===== src/common/lpd_pkg.sv =====
// Purpose: constants and types for the lcd pin drive control block
// Assumes: byte-wide register port, registers at word offsets of our own choosing
// Notes:   levels are coded as a two-bit selector per pin for the analog pad
package lpd_pkg;
	localparam int          LPD_NPINS       = 22;
	localparam int          LPD_AW          = 4;
	localparam logic [3:0]  LPD_OFS_CTRL    = 4'h0;
	localparam logic [3:0]  LPD_OFS_SEL_LO  = 4'h4;
	localparam logic [3:0]  LPD_OFS_SEL_MID = 4'h8;
	localparam logic [3:0]  LPD_OFS_SEL_HI  = 4'hC;
	localparam int          LPD_BIT_FRAME   = 7;
	localparam int          LPD_BIT_BIAS_HI = 6;
	localparam int          LPD_BIT_BIAS_LO = 5;
	localparam int          LPD_BIT_ON      = 4;
	localparam logic [7:0]  LPD_CTRL_MASK   = 8'hF0;
	localparam logic [7:0]  LPD_SEL_HI_MASK = 8'h3F;
	localparam logic [7:0]  LPD_RST_VAL     = 8'h00;

	// pad level selector
	typedef enum logic [1:0] {
		LPD_LVL_VSS,
		LPD_LVL_VDD,
		LPD_LVL_BIAS_LO,
		LPD_LVL_BIAS_HI
	} lpd_level_t;

	typedef struct packed {
		logic [LPD_AW-1:0] addr;
		logic [7:0]        wdata;
		logic              wr;
		logic              rd;
	} lpd_req_t;

	typedef struct packed {
		logic       frame;
		logic [1:0] bias_strength;
		logic       lcd_master_on;
	} lpd_ctrl_t;
endpackage : lpd_pkg


===== src/hw/lpd_pin_level.sv =====
// Purpose: per-pin level selection from frame, role and data bit
// Assumes: role 0 is common output, 1 is segment output
// Notes:   purely combinational, registered by the caller
`timescale 1ns/100ps
`default_nettype none
module lpd_pin_level
	import lpd_pkg::*;
(
	// control
	input  wire logic       frame,
	input  wire logic       on,
	input  wire logic       role,
	input  wire logic       data,
	// result
	output var lpd_level_t  level
);
	always_comb begin
		if (!on) begin
			level = LPD_LVL_VSS;
		end else if (!role) begin
			// common: frame 0 gives vdd or 1/3, frame 1 gives vss or 2/3
			if (!frame)
				level = data ? LPD_LVL_VDD : LPD_LVL_BIAS_LO;
			else
				level = data ? LPD_LVL_VSS : LPD_LVL_BIAS_HI;
		end else begin
			// segment: frame 0 gives vss or 2/3, frame 1 gives vdd or 1/3
			if (!frame)
				level = data ? LPD_LVL_VSS : LPD_LVL_BIAS_HI;
			else
				level = data ? LPD_LVL_VDD : LPD_LVL_BIAS_LO;
		end
	end
endmodule : lpd_pin_level
`default_nettype wire


===== src/hw/lpd_ctrl.sv =====
// Purpose: register set and pad drive selection for the software lcd driver
// Assumes: plain register port, read data one cycle after read strobe
// Notes:   pad drive ignores port direction; lcd enable and role bits suffice
//
// Operation
// - control bit 7 picks frame phase 0 or 1 for all pins
// - control bits 6..5 choose bias ladder strength, higher code more current
// - control bit 4 turns driver on; off holds every pin at ground
// - control bits 3..0 read zero, ignore writes; 7..4 read/write, reset zero
// - each lcd pin shares a pad with general io, all taken together by control bit 4
// - low select bit n: pin n common at 0, segment at 1
// - mid select bit n: pin 8+n common at 0, segment at 1
// - high select bits 5..0 map pins 21..16; bits 7..6 read zero
// - pin level from frame bit with pin data: supply, ground or bias
// - lcd drive needs no port direction set, enable plus select suffice
//
// Implementation choices: the register addresses and the strobed register port.
`timescale 1ns/100ps
`default_nettype none
module lpd_ctrl
	import lpd_pkg::*;
#(
	parameter int NPINS = LPD_NPINS
)
(
	// clock and reset
	input  wire logic              clock,
	input  wire logic              nrst,
	// register port
	input  wire lpd_req_t          req,
	output logic [7:0]             rdata,
	// shared io data bits
	input  wire logic [NPINS-1:0]  io_data,
	// pad side
	output logic [NPINS-1:0]       lcd_pin_active,
	output var lpd_level_t         pin_level [NPINS],
	output logic [1:0]             bias_strength
);
	lpd_ctrl_t          ctrl_r, ctrl_nxt;
	logic [7:0]         sel_lo_r, sel_lo_nxt;
	logic [7:0]         sel_mid_r, sel_mid_nxt;
	logic [5:0]         sel_hi_r, sel_hi_nxt;
	logic [7:0]         rdata_r, rdata_nxt;
	logic [NPINS-1:0]   role;
	lpd_level_t         level_c [NPINS];
	lpd_level_t         level_r [NPINS];

	function automatic logic [7:0] ctrl_byte(input lpd_ctrl_t c);
		ctrl_byte = {c.frame, c.bias_strength, c.lcd_master_on, 4'h0};
	endfunction : ctrl_byte

	always_comb begin
		ctrl_nxt    = ctrl_r;
		sel_lo_nxt  = sel_lo_r;
		sel_mid_nxt = sel_mid_r;
		sel_hi_nxt  = sel_hi_r;
		rdata_nxt   = 8'h00;
		if (req.wr) begin
			case (req.addr)
				LPD_OFS_CTRL: begin
					ctrl_nxt.frame         = req.wdata[LPD_BIT_FRAME];
					ctrl_nxt.bias_strength = req.wdata[LPD_BIT_BIAS_HI:LPD_BIT_BIAS_LO];
					ctrl_nxt.lcd_master_on = req.wdata[LPD_BIT_ON];
				end
				LPD_OFS_SEL_LO:  sel_lo_nxt  = req.wdata;
				LPD_OFS_SEL_MID: sel_mid_nxt = req.wdata;
				LPD_OFS_SEL_HI:  sel_hi_nxt  = req.wdata[5:0];
				default: ;
			endcase
		end
		if (req.rd) begin
			case (req.addr)
				LPD_OFS_CTRL:    rdata_nxt = ctrl_byte(ctrl_r) & LPD_CTRL_MASK;
				LPD_OFS_SEL_LO:  rdata_nxt = sel_lo_r;
				LPD_OFS_SEL_MID: rdata_nxt = sel_mid_r;
				LPD_OFS_SEL_HI:  rdata_nxt = {2'h0, sel_hi_r} & LPD_SEL_HI_MASK;
				default:         rdata_nxt = 8'h00; // unmapped reads zero
			endcase
		end
	end

	always_ff @(posedge clock or negedge nrst) begin
		if (!nrst) begin
			ctrl_r    <= '0;
			sel_lo_r  <= LPD_RST_VAL;
			sel_mid_r <= LPD_RST_VAL;
			sel_hi_r  <= 6'h00;
			rdata_r   <= 8'h00;
		end else begin
			ctrl_r    <= ctrl_nxt;
			sel_lo_r  <= sel_lo_nxt;
			sel_mid_r <= sel_mid_nxt;
			sel_hi_r  <= sel_hi_nxt;
			rdata_r   <= rdata_nxt;
		end
	end

	assign role = NPINS'({sel_hi_r, sel_mid_r, sel_lo_r});

	// one level selector per pin; io direction deliberately not an input
	for (genvar i = 0; i < NPINS; i++) begin : g_pin
		lpd_pin_level u_lvl (
			.frame (ctrl_r.frame),
			.on    (ctrl_r.lcd_master_on),
			.role  (role[i]),
			.data  (io_data[i]),
			.level (level_c[i])
		);

		always_ff @(posedge clock or negedge nrst) begin
			if (!nrst)
				level_r[i] <= LPD_LVL_VSS;
			else
				level_r[i] <= level_c[i];
		end
	end

	// every pin is handed to the lcd function while enabled; role only picks waveform
	assign lcd_pin_active = {NPINS{ctrl_r.lcd_master_on}};
	assign pin_level      = level_r;
	assign bias_strength  = ctrl_r.bias_strength;
	assign rdata          = rdata_r;
endmodule : lpd_ctrl
`default_nettype wire


===== config.mk =====
export PLATFORM = sky130hd
export DESIGN_NAME = lpd_ctrl
export DESIGN_NICKNAME = d
export VERILOG_FILES = /design/src/common/lpd_pkg.sv /design/src/hw/lpd_pin_level.sv /design/src/hw/lpd_ctrl.sv
export SDC_FILE = /design/constraint.sdc
export NUM_CORES = 1
export LEC_CHECK = 0
export BUFFER_PORTS_ARGS = -buffer_cell sky130_fd_sc_hd__clkbuf_2
export CAP_MARGIN = 20
export CORE_ASPECT_RATIO = 1.4
export CORE_MARGIN = 2
export CORE_UTILIZATION = 25
export CTS_CLUSTER_DIAMETER = 60
export DETAILED_ROUTE_END_ITERATION = 8
export GPL_TIMING_DRIVEN = 0
export HOLD_SLACK_MARGIN = 0.03
export PLACE_DENSITY_LB_ADDON = 0.05
export SLEW_MARGIN = 40
export SYNTH_ARGS = -nofsm -noshare
export SYNTH_HDL_FRONTEND = slang
export SYNTH_SLANG_ARGS = --single-unit

===== constraint.sdc =====
create_clock -name clock -period 2.9 [get_ports clock]
set_clock_uncertainty 0.05 [all_clocks]
set_input_delay 0.145 -clock clock [delete_from_list [all_inputs] [get_ports clock]]
set_output_delay 0.145 -clock clock [all_outputs]
set_load 0.05 [all_outputs]

==> summary.md, run 1 <==
| Metric | Value |
|---|---|
| Sw power | 0.00188 W |
| Fin crit period | 2.18 ns |
| Reg2Reg Capture Point | pin_level[39] |
| CP Cell Sequence | clkbuf_1, clkbuf_1, o21a_1 |
| Post-synthesis mux area share | 10.3% |
| First-pass GRT wire length | 15.4 mm |
| Final core occ | between 30% and 40% |
| Synth Area in XOR/XNOR | roughly 5% |
| Seq cells post-synth | 78 |
| Gpl congestion | ~0.67 |
| Max-Cap Viols | 0 |
| Pint | between 0.002 and 0.003 W |
| LEAKAGE | ~2.7 nW |
| Pin count of the biggest net entering global routing | 60 |
| Final period utilization | 75.3% |
| Drt total wl | 10.1 mm |
| Outcome | completed |
| Compound-Gate Fraction of Synth Area | 5.93% |
| CORE AREA | ~0.015 mm² |
| Commonest non-fill, non-tap cell in the layout | clkbuf_2 |
| Hold crit path type | input pin to flip-flop |
| Initial antenna violation count | 0 |
| Max-slew headroom | approximately 48% |
| Worst-path clk slew | 0.06 ns |
| Area grow syn2layout | 31.0% |
| Router iterations before antenna repair | 4 |
| Critical Path Max Stage Delay | about 0.76 ns |
| Fin. Hold Viols | 0 |
| Gate Count Post-Synth | just over 300 |
| Post-synth top flop | dfrtp_1 |
| Reg2Reg Depth | 3 |
| Die height | 151 µm |
| HPWL after detailed placement | just under 7 mm |
| Sink Count | 78 |
| Crit path required time | 3.12 ns |
| Routed WL per cell | roughly 16 µm |
| Cts repair resizes | 0 |
| Via/cell ratio | around 4 |
| Initial Utilization | 25.7% |
| Placed Cells | between 600 and 700 |
| Comb pwr share | between 40% and 50% |
| Rows | 53 |
| Endpoints failing setup | 0 |
| CTS Buf Count | 9 |
| Max Buffers Root-to-Sink | 2 |
| Fin. max-slew vios | 0 |
| Die Area | 0.0166 mm² |
| Worst setup EP type | flip-flop |
| Initial drt markers | 42 |
| Least-Margin Pin Slew | 0.774 ns |
| End of the worst hold path | ctrl_r[3] |
| Layout Nets | 517 |
| Crit Path Class | flip-flop to flip-flop |
| Register area share after synthesis | roughly 50% |
| Layout cells sized above 1 | between 40% and 50% |
| Post-Layout Cell Count | 632 |
| Avg Inst Size Synth | roughly 13 µm² |
| IO Pins | between 100 and 150 |
| CP max FO | 23 |
| Chip width | about 110 µm |
| CTS tree | built |
| Arr. time, crit path | around 2.4 ns |
| Vias in the first global route | approximately 2700 |
| Maximum VDD drop | 0.381 mV |
| Yosys Warn Count | 0 |
| Async S/R FF share, synth | 100% |
| Clock group share of total power | between 20% and 30% |
| Max Clk Rate | 0.458 GHz |
| Reg2Reg Launch Point | lcd_pin_active[0] |
| PortBufs | roughly 110 |
| Commonest cells after routing, fill and taps aside | clkbuf_2, dfrtp_1, ha_1, mux2_2 |
| DRC | 0 |
| EDFF count, synth | 0 |
| RSZ-0062 raised after global routing | false |
| PwrDens | between 800 and 900 mW/mm² |
| Vias | 2556 |
| Mapped Nets | 388 |
| Seq pwr share | 33.1% |
| Tot GR Track Use | between 10% and 20% |
| CTS root buf | clkbuf_16 |
| Critical Path Most Common Cell | clkbuf_1 |
| Synthesized-area fraction occupied by and/or/nand/nor cells | under 10% |
| Slowest CP cell | dfrtp_1 |
| Area of the mapped netlist | between 0.003 and 0.004 mm² |
| Unique cell type count in the Yosys netlist | 29 |
| H-tree depth | 3 |
| Antenna viol nets, final | 0 |
| Sw frac | between 40 and 50% |
| ANT cells | 0 |
| Clock latency on the worst-skew pair | ~0.33 ns |
| Total gr overflow | 0 |
| Synth Area in Adders | 14.2% |
| Hold Startpoint | req[9] |
| Min-Delay Path Depth | 2 |
| Combinational family with the most area after synthesis | adder cells |
| Startpoint types | flip-flop |
| R2R setup slack | just over 0.7 ns |
layout make-up:
| class | count | area [µm²] |
|---|---|---|
| clock inverters | 4 | 70.1 |
| clock buffers | 12 | 246 |
| fillers | 1555 | 10000 |
| repair buffers | 118 | 647 |
| well taps | 192 | 240 |
| plain buffers | 29 | 199 |
| flip-flops and latches | 78 | 1950 |
| multi-input cells | 176 | 1650 |
| inverters | 23 | 86.3 |
critical path: cells and delay by family, from the launching register on:
family | cells | cell delay, ns
buffers and inverters | 2 | 1.08
DFF | 1 | 0.76
AOI/OAI and AO/OA | 1 | 0.22
worst max path at each step:
stage                                  from            end  slack [ns]
after floorplan                   ctrl_r[3]  pin_level[40]        0.89
after global placement            ctrl_r[3]  pin_level[40]       -0.19
after detailed placement  lcd_pin_active[0]   pin_level[5]        0.60
after CTS                 lcd_pin_active[0]  pin_level[39]        0.58
after global routing      lcd_pin_active[0]  pin_level[35]        0.54
final                     lcd_pin_active[0]  pin_level[39]        0.72
synth_stat cells, types with 2 or more instances:
| cell | instances | share of area [%] |
|---|---|---|
| dfrtp_1 | 78 | 50 |
| ha_1 | 44 | 14 |
| mux2_2 | 25 | 7.3 |
| inv_1 | 23 | 2.2 |
| and2_1 | 22 | 3.5 |
| buf_4 | 22 | 4.3 |
| o21a_1 | 22 | 4.3 |
| xor2_1 | 22 | 5.0 |
| mux2i_1 | 6 | 1.5 |
| nor2_1 | 6 | 0.58 |
| clkbuf_1 | 5 | 0.48 |
| a22oi_1 | 4 | 0.77 |
| mux2_4 | 4 | 1.5 |
| nand2_1 | 4 | 0.39 |
| a21oi_1 | 3 | 0.39 |
| o22a_2 | 2 | 0.52 |
| or2_2 | 2 | 0.32 |
kinds of logic after synthesis:
kind of cell	after synthesis
simple gates	44
flops	78
mux	35
compound gates	31
fa+ha+maj	44
xor+xnor	22
buf+inv	52
stage by stage:
stage	setup slack (ns)	cell area [µm²]	setup TNS (ns)	total power, W	hold WS, ns
6_report	0.716	5090	0	0.00454	0.0345
5_1_grt	0.535	5090	0	0.00482	0.0414
4_1_cts	0.583	5090	0	0.00464	0.0305
3_5_place_dp	0.597	4720	0	0.00338	-0.0242
3_3_place_gp	-0.186	4680	-3.74	0.00335	0.372
2_1_floorplan	0.888	3880	0	0.00288	-0.201
power by group through the flow:
stage	registers (W)	logic, W	clock network, W
floorplan	0.00205	0.000836	0
global placement	0.00153	0.00182	0
detailed placement	0.00153	0.00184	0
CTS	0.00152	0.00185	0.00127
global route	0.00154	0.00197	0.00132
finish	0.00150	0.00182	0.00122
metal layers:
metal	vias up	track usage [%]	wire length (µm)
met5	-	0	0
met4	0	4.37	136
met3	7	3.25	538
met2	75	22.1	5100
met1	1234	15.7	4310
li1	1240	-	-
state kept, by name, indices dropped and copies added, names as in the netlist:
register        cells
rdata               8
sel_hi_r            6
sel_lo_r            8
ctrl_r              1
lcd_pin_active      1
pin_level          44
sel_mid_r           8
bias_strength       2
repair_timing:
item / in CTS / in global routing
hold buffers: 5 / 0
buffers inserted: 0 / 0
endpoints found under the hold margin: 89 / 0
endpoints found under the setup margin: 0 / 0
Power figures use the tool's default switching activity.
==> inputs of run 2 (changes only) <==
- clock period: 2.9 -> 2.01 ns (I/O delays scaled with it)
==> run 2 against run 1 <==
  * Core utilization grew 0.81 points
  * Combinational power grew 47%
  * Via count grew 1.1%
  * Wire length grew 1.5%
  * Flip-flop and latch count is the same
  * Sequential share of layout area shrank 0.83 points
  * Largest power group unchanged
  * Highest routed layer unchanged
==> summary.md, run 2 (synthesis results as in run 1) <==
| Metric | Value |
|---|---|
| PwrDens | 1300 mW/mm² (+46%) |
| CTS tree | built |
| CP max FO | 26 (+13%) |
| DRC | 0 (unchanged) |
| Fin. max-slew vios | 0 (unchanged) |
| Max reg flops | 44 (unchanged) |
| Layout cells sized above 1 | 44.3% (+1.1 points) |
| ANT cells | 0 (unchanged) |
| Worst-path clk slew | 0.06 ns (about the same) |
| Commonest non-fill, non-tap cell in the layout | clkbuf_2 |
| Die Area | 0.0166 mm² (unchanged) |
| Pint | 0.00404 W (+52%) |
| Chip width | 109 µm (unchanged) |
| Outcome | completed |
| Hold crit path type | input pin to flip-flop |
| Layout Nets | 526 (+1.7%) |
| Antenna viol nets, final | 0 (unchanged) |
| Gpl congestion | 0.683 (+2.6%) |
| R2R setup slack | 0.12 ns (-0.59 ns) |
| Die height | 151 µm (unchanged) |
| Max Buffers Root-to-Sink | 2 (unchanged) |
| Pin count of the biggest net entering global routing | 63 (+5.0%) |
| IO Pins | 114 (unchanged) |
| HPWL after detailed placement | 7.01 mm (+1.3%) |
| Routed WL per cell | 16.0 µm (about the same) |
| Startpoint types | flip-flop |
| Sink Count | 78 (unchanged) |
| CTS Buf Count | 9 (unchanged) |
| CTS root buf | clkbuf_16 |
| Clock latency on the worst-skew pair | 0.33 ns (about the same) |
| Crit path required time | 2.18 ns (-0.94 ns) |
| Initial Utilization | 25.7% (unchanged) |
| Setup ws final | 0.122 ns (-0.594 ns) |
| Final period utilization | 93.9% (+19 points) |
| Vias in the first global route | 2712 (-0.37%) |
| Tot GR Track Use | 13.1% (+0.17 points) |
| Hold Worst Slack | 0.0938 ns (+0.0593 ns) |
| Sw frac | 40.3% (-1.1 points) |
| Max-Cap Viols | 0 (unchanged) |
| Min-Delay Path Depth | 4 (+2) |
| Max Clk Rate | 0.530 GHz (+16%) |
| Reg2Reg Capture Point | pin_level[24] |
| CORE AREA | 0.0151 mm² (unchanged) |
| Crit Path Class | flip-flop to flip-flop |
| CP Cell Sequence | clkinvlp_4, buf_4, ha_1, xor2_1, and2_1 |
| RSZ-0062 raised after global routing | false |
| LEAKAGE | 2.77 nW (+2.0%) |
| Endpoints failing setup | 0 (unchanged) |
| Initial drt markers | 66 (+57%) |
| Clock group share of total power | 28.5% (+1.7 points) |
| Worst setup EP type | flip-flop |
| Placed Cells | 611 (unchanged) |
| Least-Margin Pin Slew | 0.700 ns (-0.0742 ns) |
| Rows | 53 (unchanged) |
| Sw power | 0.00273 W (+45%) |
| Register area | 0.00196 mm² (+0.19%) |
| Vias | 2583 (+1.1%) |
| Multi-input gate area | 0.00165 mm² (unchanged) |
| FILL cells | 1574 (+1.2%) |
| Maximum VDD drop | 0.521 mV (+37%) |
| PortBufs | 112 (unchanged) |
| Critical Path Max Stage Delay | 0.69 ns (-0.07 ns) |
| Seq pwr share | 32.1% (-1.0 points) |
| Final core occ | 34.5% (+0.81 points) |
| Total gr overflow | 0 (unchanged) |
| Commonest cells after routing, fill and taps aside | clkbuf_2, dfrtp_1, ha_1, buf_4, mux2_2 |
| Comb pwr share | 39.4% (-0.7 points) |
| Initial antenna violation count | 0 (unchanged) |
| Router iterations before antenna repair | 6 (+2) |
| Post-Layout Cell Count | 641 (+1.4%) |
| Fin. Hold Viols | 0 (unchanged) |
| H-tree depth | 3 (unchanged) |
| Slowest CP cell | dfrtp_4 |
| Via/cell ratio | 4.03 (-0.36%) |
| Pre-CTS setup slack | -0.683 ns (-1.28 ns) |
| First-pass GRT wire length | 15.4 mm (+0.36%) |
| End of the worst hold path | rdata[1] |
| Arr. time, crit path | 2.06 ns (-0.34 ns) |
| Hold Startpoint | req[10] |
| Reg2Reg Depth | 5 (+2) |
| Drt total wl | 10.2 mm (+1.5%) |
| Fin crit period | 1.89 ns (-0.296 ns) |
| Area grow syn2layout | 34.2% |
| Max-slew headroom | 53.3% (+4.9 points) |
| Reg2Reg Launch Point | ctrl_r[3] |
==> run 2: cell count changes in the layout (fill, tap and decap cells not counted) <==
| cell | before | now |
|---|---|---|
| dfrtp_4 | 0 | 1 |
| buf_4 | 22 | 26 |
| dfrtp_1 | 77 | 76 |
| clkbuf_2 | 111 | 114 |
| bufinv_16 | 2 | 3 |
| clkinv_2 | 2 | 0 |
| inv_2 | 1 | 0 |
| clkbuf_8 | 2 | 3 |
| clkinvlp_4 | 0 | 2 |
| clkbuf_1 | 7 | 4 |
| dlygate4sd3_1 | 5 | 9 |
==> run 2: layout make-up <==
cell class / instances / area share, %
Inverter: 23 / 1.73
Clock inverter: 3 / 1.73
Timing Repair inverter: 1 / 0.144
Sequential cell: 78 / 37.6
Clock buffer: 13 / 5.00
Tap cell: 192 / 4.61
Multi-Input combinational cell: 176 / 31.6
Timing Repair Buffer: 126 / 13.8
Buffer: 29 / 3.89
==> run 2: how the worst max path moves through the flow <==
| stage | from | endpoint | depth (start not counted) |
|---|---|---|---|
| floorplan | ctrl_r[3] | pin_level[40] | 4 |
| global placement | ctrl_r[3] | pin_level[24] | 4 |
| detailed placement | ctrl_r[3] | pin_level[24] | 4 |
| CTS | lcd_pin_active[0] | pin_level[2] | 3 |
| global route | ctrl_r[3] | pin_level[24] | 5 |
| finish | ctrl_r[3] | pin_level[24] | 5 |
==> run 2: through the flow <==
step	TNS, ns	area (µm²)	total power [W]
final	0	5210	0.00677
after global routing	0	5210	0.00717
after CTS	0	5210	0.00691
after detailed placement	-21.66	4720	0.00487
after global placement	-30.65	4690	0.00484
after floorplan	0	3890	0.00417
==> run 2: power by group through the flow <==
| stage | Sequential, W | Combinational (W) | Clock [W] |
|---|---|---|---|
| 2_1_floorplan | 0.00296 | 0.00121 | 0 |
| 5_1_grt | 0.00223 | 0.00288 | 0.00206 |
| 4_1_cts | 0.00219 | 0.00272 | 0.00200 |
| 3_5_place_dp | 0.00221 | 0.00266 | 0 |
| 3_3_place_gp | 0.00221 | 0.00264 | 0 |
| 6_report | 0.00217 | 0.00267 | 0.00193 |
==> run 2: worst max-delay path: cells and delay by family (launching register included) <==
kind | cells | cell delay, ns
buffers and inverters | 2 | 0.37
and+or+nand+nor | 1 | 0.15
adders and majority gates | 1 | 0.34
xor gates and xnor gates | 1 | 0.17
DFF | 1 | 0.69
==> run 2: metal layers <==
metal | GRT usage, % | vias to the layer above | share of wire (%)
met4 | 4.56 | 0 | 1.4
met5 | 0 | - | 0
met2 | 22.8 | 72 | 51
met3 | 2.99 | 9 | 4.7
li1 | - | 1260 | -
met1 | 15.6 | 1242 | 43
==> run 2: timing repair <==
action / 4_1_cts / 5_1_grt
hold buffers: 9 / 0
endpoints found under the hold margin: 104 / 0
cloned: 1 / 0
endpoints found under the setup margin: 44 / 20
gates resized for setup: 4 / 4
setup buffers: 4 / 0
==> inputs of run 3 (changes only) <==
- CORE_UTILIZATION: 25 -> 50
- SETUP_SLACK_MARGIN: unset -> 0.4
==> run 3 against run 2 <==
  * Register-to-register slack better by 0.35 ns
  * Critical path depth stayed put
  * Sequential power shrank 2%
  * Final cell count shrank 14%
  * Fmax up 23%
  * Wire length is 20% lower
  * Die area fell by 49%
  * Total power is 11% lower
==> summary.md, run 3 (synthesis results as in run 1) <==
| Metric | Value |
|---|---|
| Total gr overflow | 0 (unchanged) |
| Gpl congestion | 0.727 (+6.4%) |
| Max-Cap Viols | 0 (unchanged) |
| Fin. max-slew vios | 0 (unchanged) |
| Outcome | completed |
| First-pass GRT wire length | 12.7 mm (-17%) |
| Initial Utilization | 50.7% (+25 points) |
| DRC | 0 (unchanged) |
| Layout cells sized above 1 | 45.0% (+0.69 points) |
| FILL cells | 624 (-60%) |
| Hold crit path type | input pin to flip-flop |
| Startpoint types | flip-flop |
| Die Area | 0.00850 mm² (-49%) |
| Worst-path clk slew | 0.08 ns (+0.02 ns) |
| CP max FO | 8 (-69%) |
| Arr. time, crit path | 1.72 ns (-0.34 ns) |
| Commonest non-fill, non-tap cell in the layout | clkbuf_2 |
| Clock latency on the worst-skew pair | 0.35 ns (+0.02 ns) |
| Die height | 108 µm (-29%) |
| CORE AREA | 0.00765 mm² (-49%) |
| Tot GR Track Use | 20.4% (+7.4 points) |
| Drt total wl | 8.23 mm (-20%) |
| CTS root buf | clkbuf_8 |
| ANT cells | 0 (unchanged) |
| PwrDens | 1220 mW/mm² (-6.5%) |
| Fin. Hold Viols | 0 (unchanged) |
| Least-Margin Pin Slew | 0.553 ns (-0.147 ns) |
| Total power | 0.00604 W (-11%) |
| Worst setup EP type | flip-flop |
| Post-route setup TNS | 0 ns (unchanged) |
| Fin crit period | 1.53 ns (-0.353 ns) |
| Initial drt markers | 74 (+12%) |
| Post-Layout Cell Count | 551 (-14%) |
| Via/cell ratio | 4.73 (+17%) |
| Max-slew headroom | 63.1% (+9.8 points) |
| CTS tree | built |
| Vias | 2604 (+0.81%) |
| Final core occ | 64.9% (+30 points) |
| H-tree depth | 3 (unchanged) |
| Area grow syn2layout | 28.0% |
| Layout Nets | 528 (+0.38%) |
| Crit Path Class | flip-flop to flip-flop |
| Vias in the first global route | 2526 (-6.9%) |
| Maximum VDD drop | 0.653 mV (+25%) |
| Initial antenna violation count | 0 (unchanged) |
| Placed Cells | 519 (-15%) |
| Endpoints failing setup | 0 (unchanged) |
| IO Pins | 114 (unchanged) |
| Max Clk Rate | 0.652 GHz (+23%) |
| Max reg flops | 44 (unchanged) |
| Router iterations before antenna repair | 4 (-2) |
| Chip width | 78.5 µm (-28%) |
| HPWL after detailed placement | 5.55 mm (-21%) |
| Rows | 38 (-28%) |
| Commonest cells after routing, fill and taps aside | clkbuf_2, dfrtp_1, ha_1, buf_4, mux2_2 |
| Routed WL per cell | 14.9 µm (-6.5%) |
| Sink Count | 78 (unchanged) |
| PortBufs | 112 (unchanged) |
| LEAKAGE | 2.72 nW (-1.9%) |
| Crit path required time | 2.20 ns (+0.02 ns) |
| CTS Buf Count | 9 (unchanged) |
| Antenna viol nets, final | 0 (unchanged) |
| Pin count of the biggest net entering global routing | 52 (-17%) |
| RSZ-0062 raised after global routing | false |
| Final period utilization | 76.3% (-18 points) |
| Max Buffers Root-to-Sink | 2 (unchanged) |
[run 3: worst paths after layout]
| kind | slack (ns) | cells past startpoint | to | startpoint |
|---|---|---|---|---|
| setup / recovery | 0.48 | 5 | pin_level[28] | ctrl_r[3] |
| hold / removal | 0.09 | 4 | rdata[1] | req[11] |
| setup reg to reg | 0.48 | 5 | pin_level[28] | ctrl_r[3] |
| hold reg to reg | 0.49 | 1 | bias_strength[1] | bias_strength[1] |
| max in group asynchronous | 1.22 | 3 | lcd_pin_active[0] | nrst |
| min in group asynchronous | 0.14 | 2 | pin_level[23] | nrst |
[run 3: final cells by class]
class                      count  area [µm²]  area share, %
buffer                        29         205           4.13
clock buffer                  13         159           3.20
clock inverter                 3        42.5          0.856
inverter                      23        90.1           1.81
multi-input combinational    176        1650           33.1
sequential                    78        1960           39.4
tap                          100         125           2.52
timing repair buffer         128         736           14.8
timing repair inverter         1        7.51          0.151
[run 3: metrics by stage]
stage	hold slack, ns	cell area [µm²]	setup WS [ns]
final	0.0856	4970	0.476
after global routing	0.0842	4970	0.412
after CTS	0.0604	4970	0.433
after detailed placement	-0.0401	4610	-0.221
after global placement	0.320	4580	-0.238
after floorplan	-0.245	3890	0.279
[run 3: report_power, final]
group / total (W) / internal (W) / switching (W)
combinational: 0.00271 / 0.000863 / 0.00184
sequential: 0.00213 / 0.00191 / 0.000212
clock: 0.00121 / 0.000641 / 0.000566
[run 3: per-layer routing]
layer  wire [µm]  vias up  global-route usage, %  share of wire (%)
li1            -     1256                      -                  -
met1        3540     1254                   25.2                 43
met2        4110       86                   34.5                 50
met3         448        8                   4.26                5.4
met4         125        0                   9.02                1.5
met5           0        -                      0                  0
[run 3: worst max-delay path, stage by stage, from the launching register on]
cell and delay, ns:
dfrtp_4 0.48, clkinvlp_4 0.10, buf_4 0.18, ha_1 0.29, xor2_1 0.16, and2_1 0.16
[run 3: timing repair]
| action | CTS | global route |
|---|---|---|
| gates cloned | 1 | 0 |
| setup buffers | 6 | 0 |
| hold endpoints to repair | 104 | 0 |
| resized for setup | 7 | 1 |
| hold buffers | 9 | 0 |
| setup endpoints to repair | 67 | 22 |
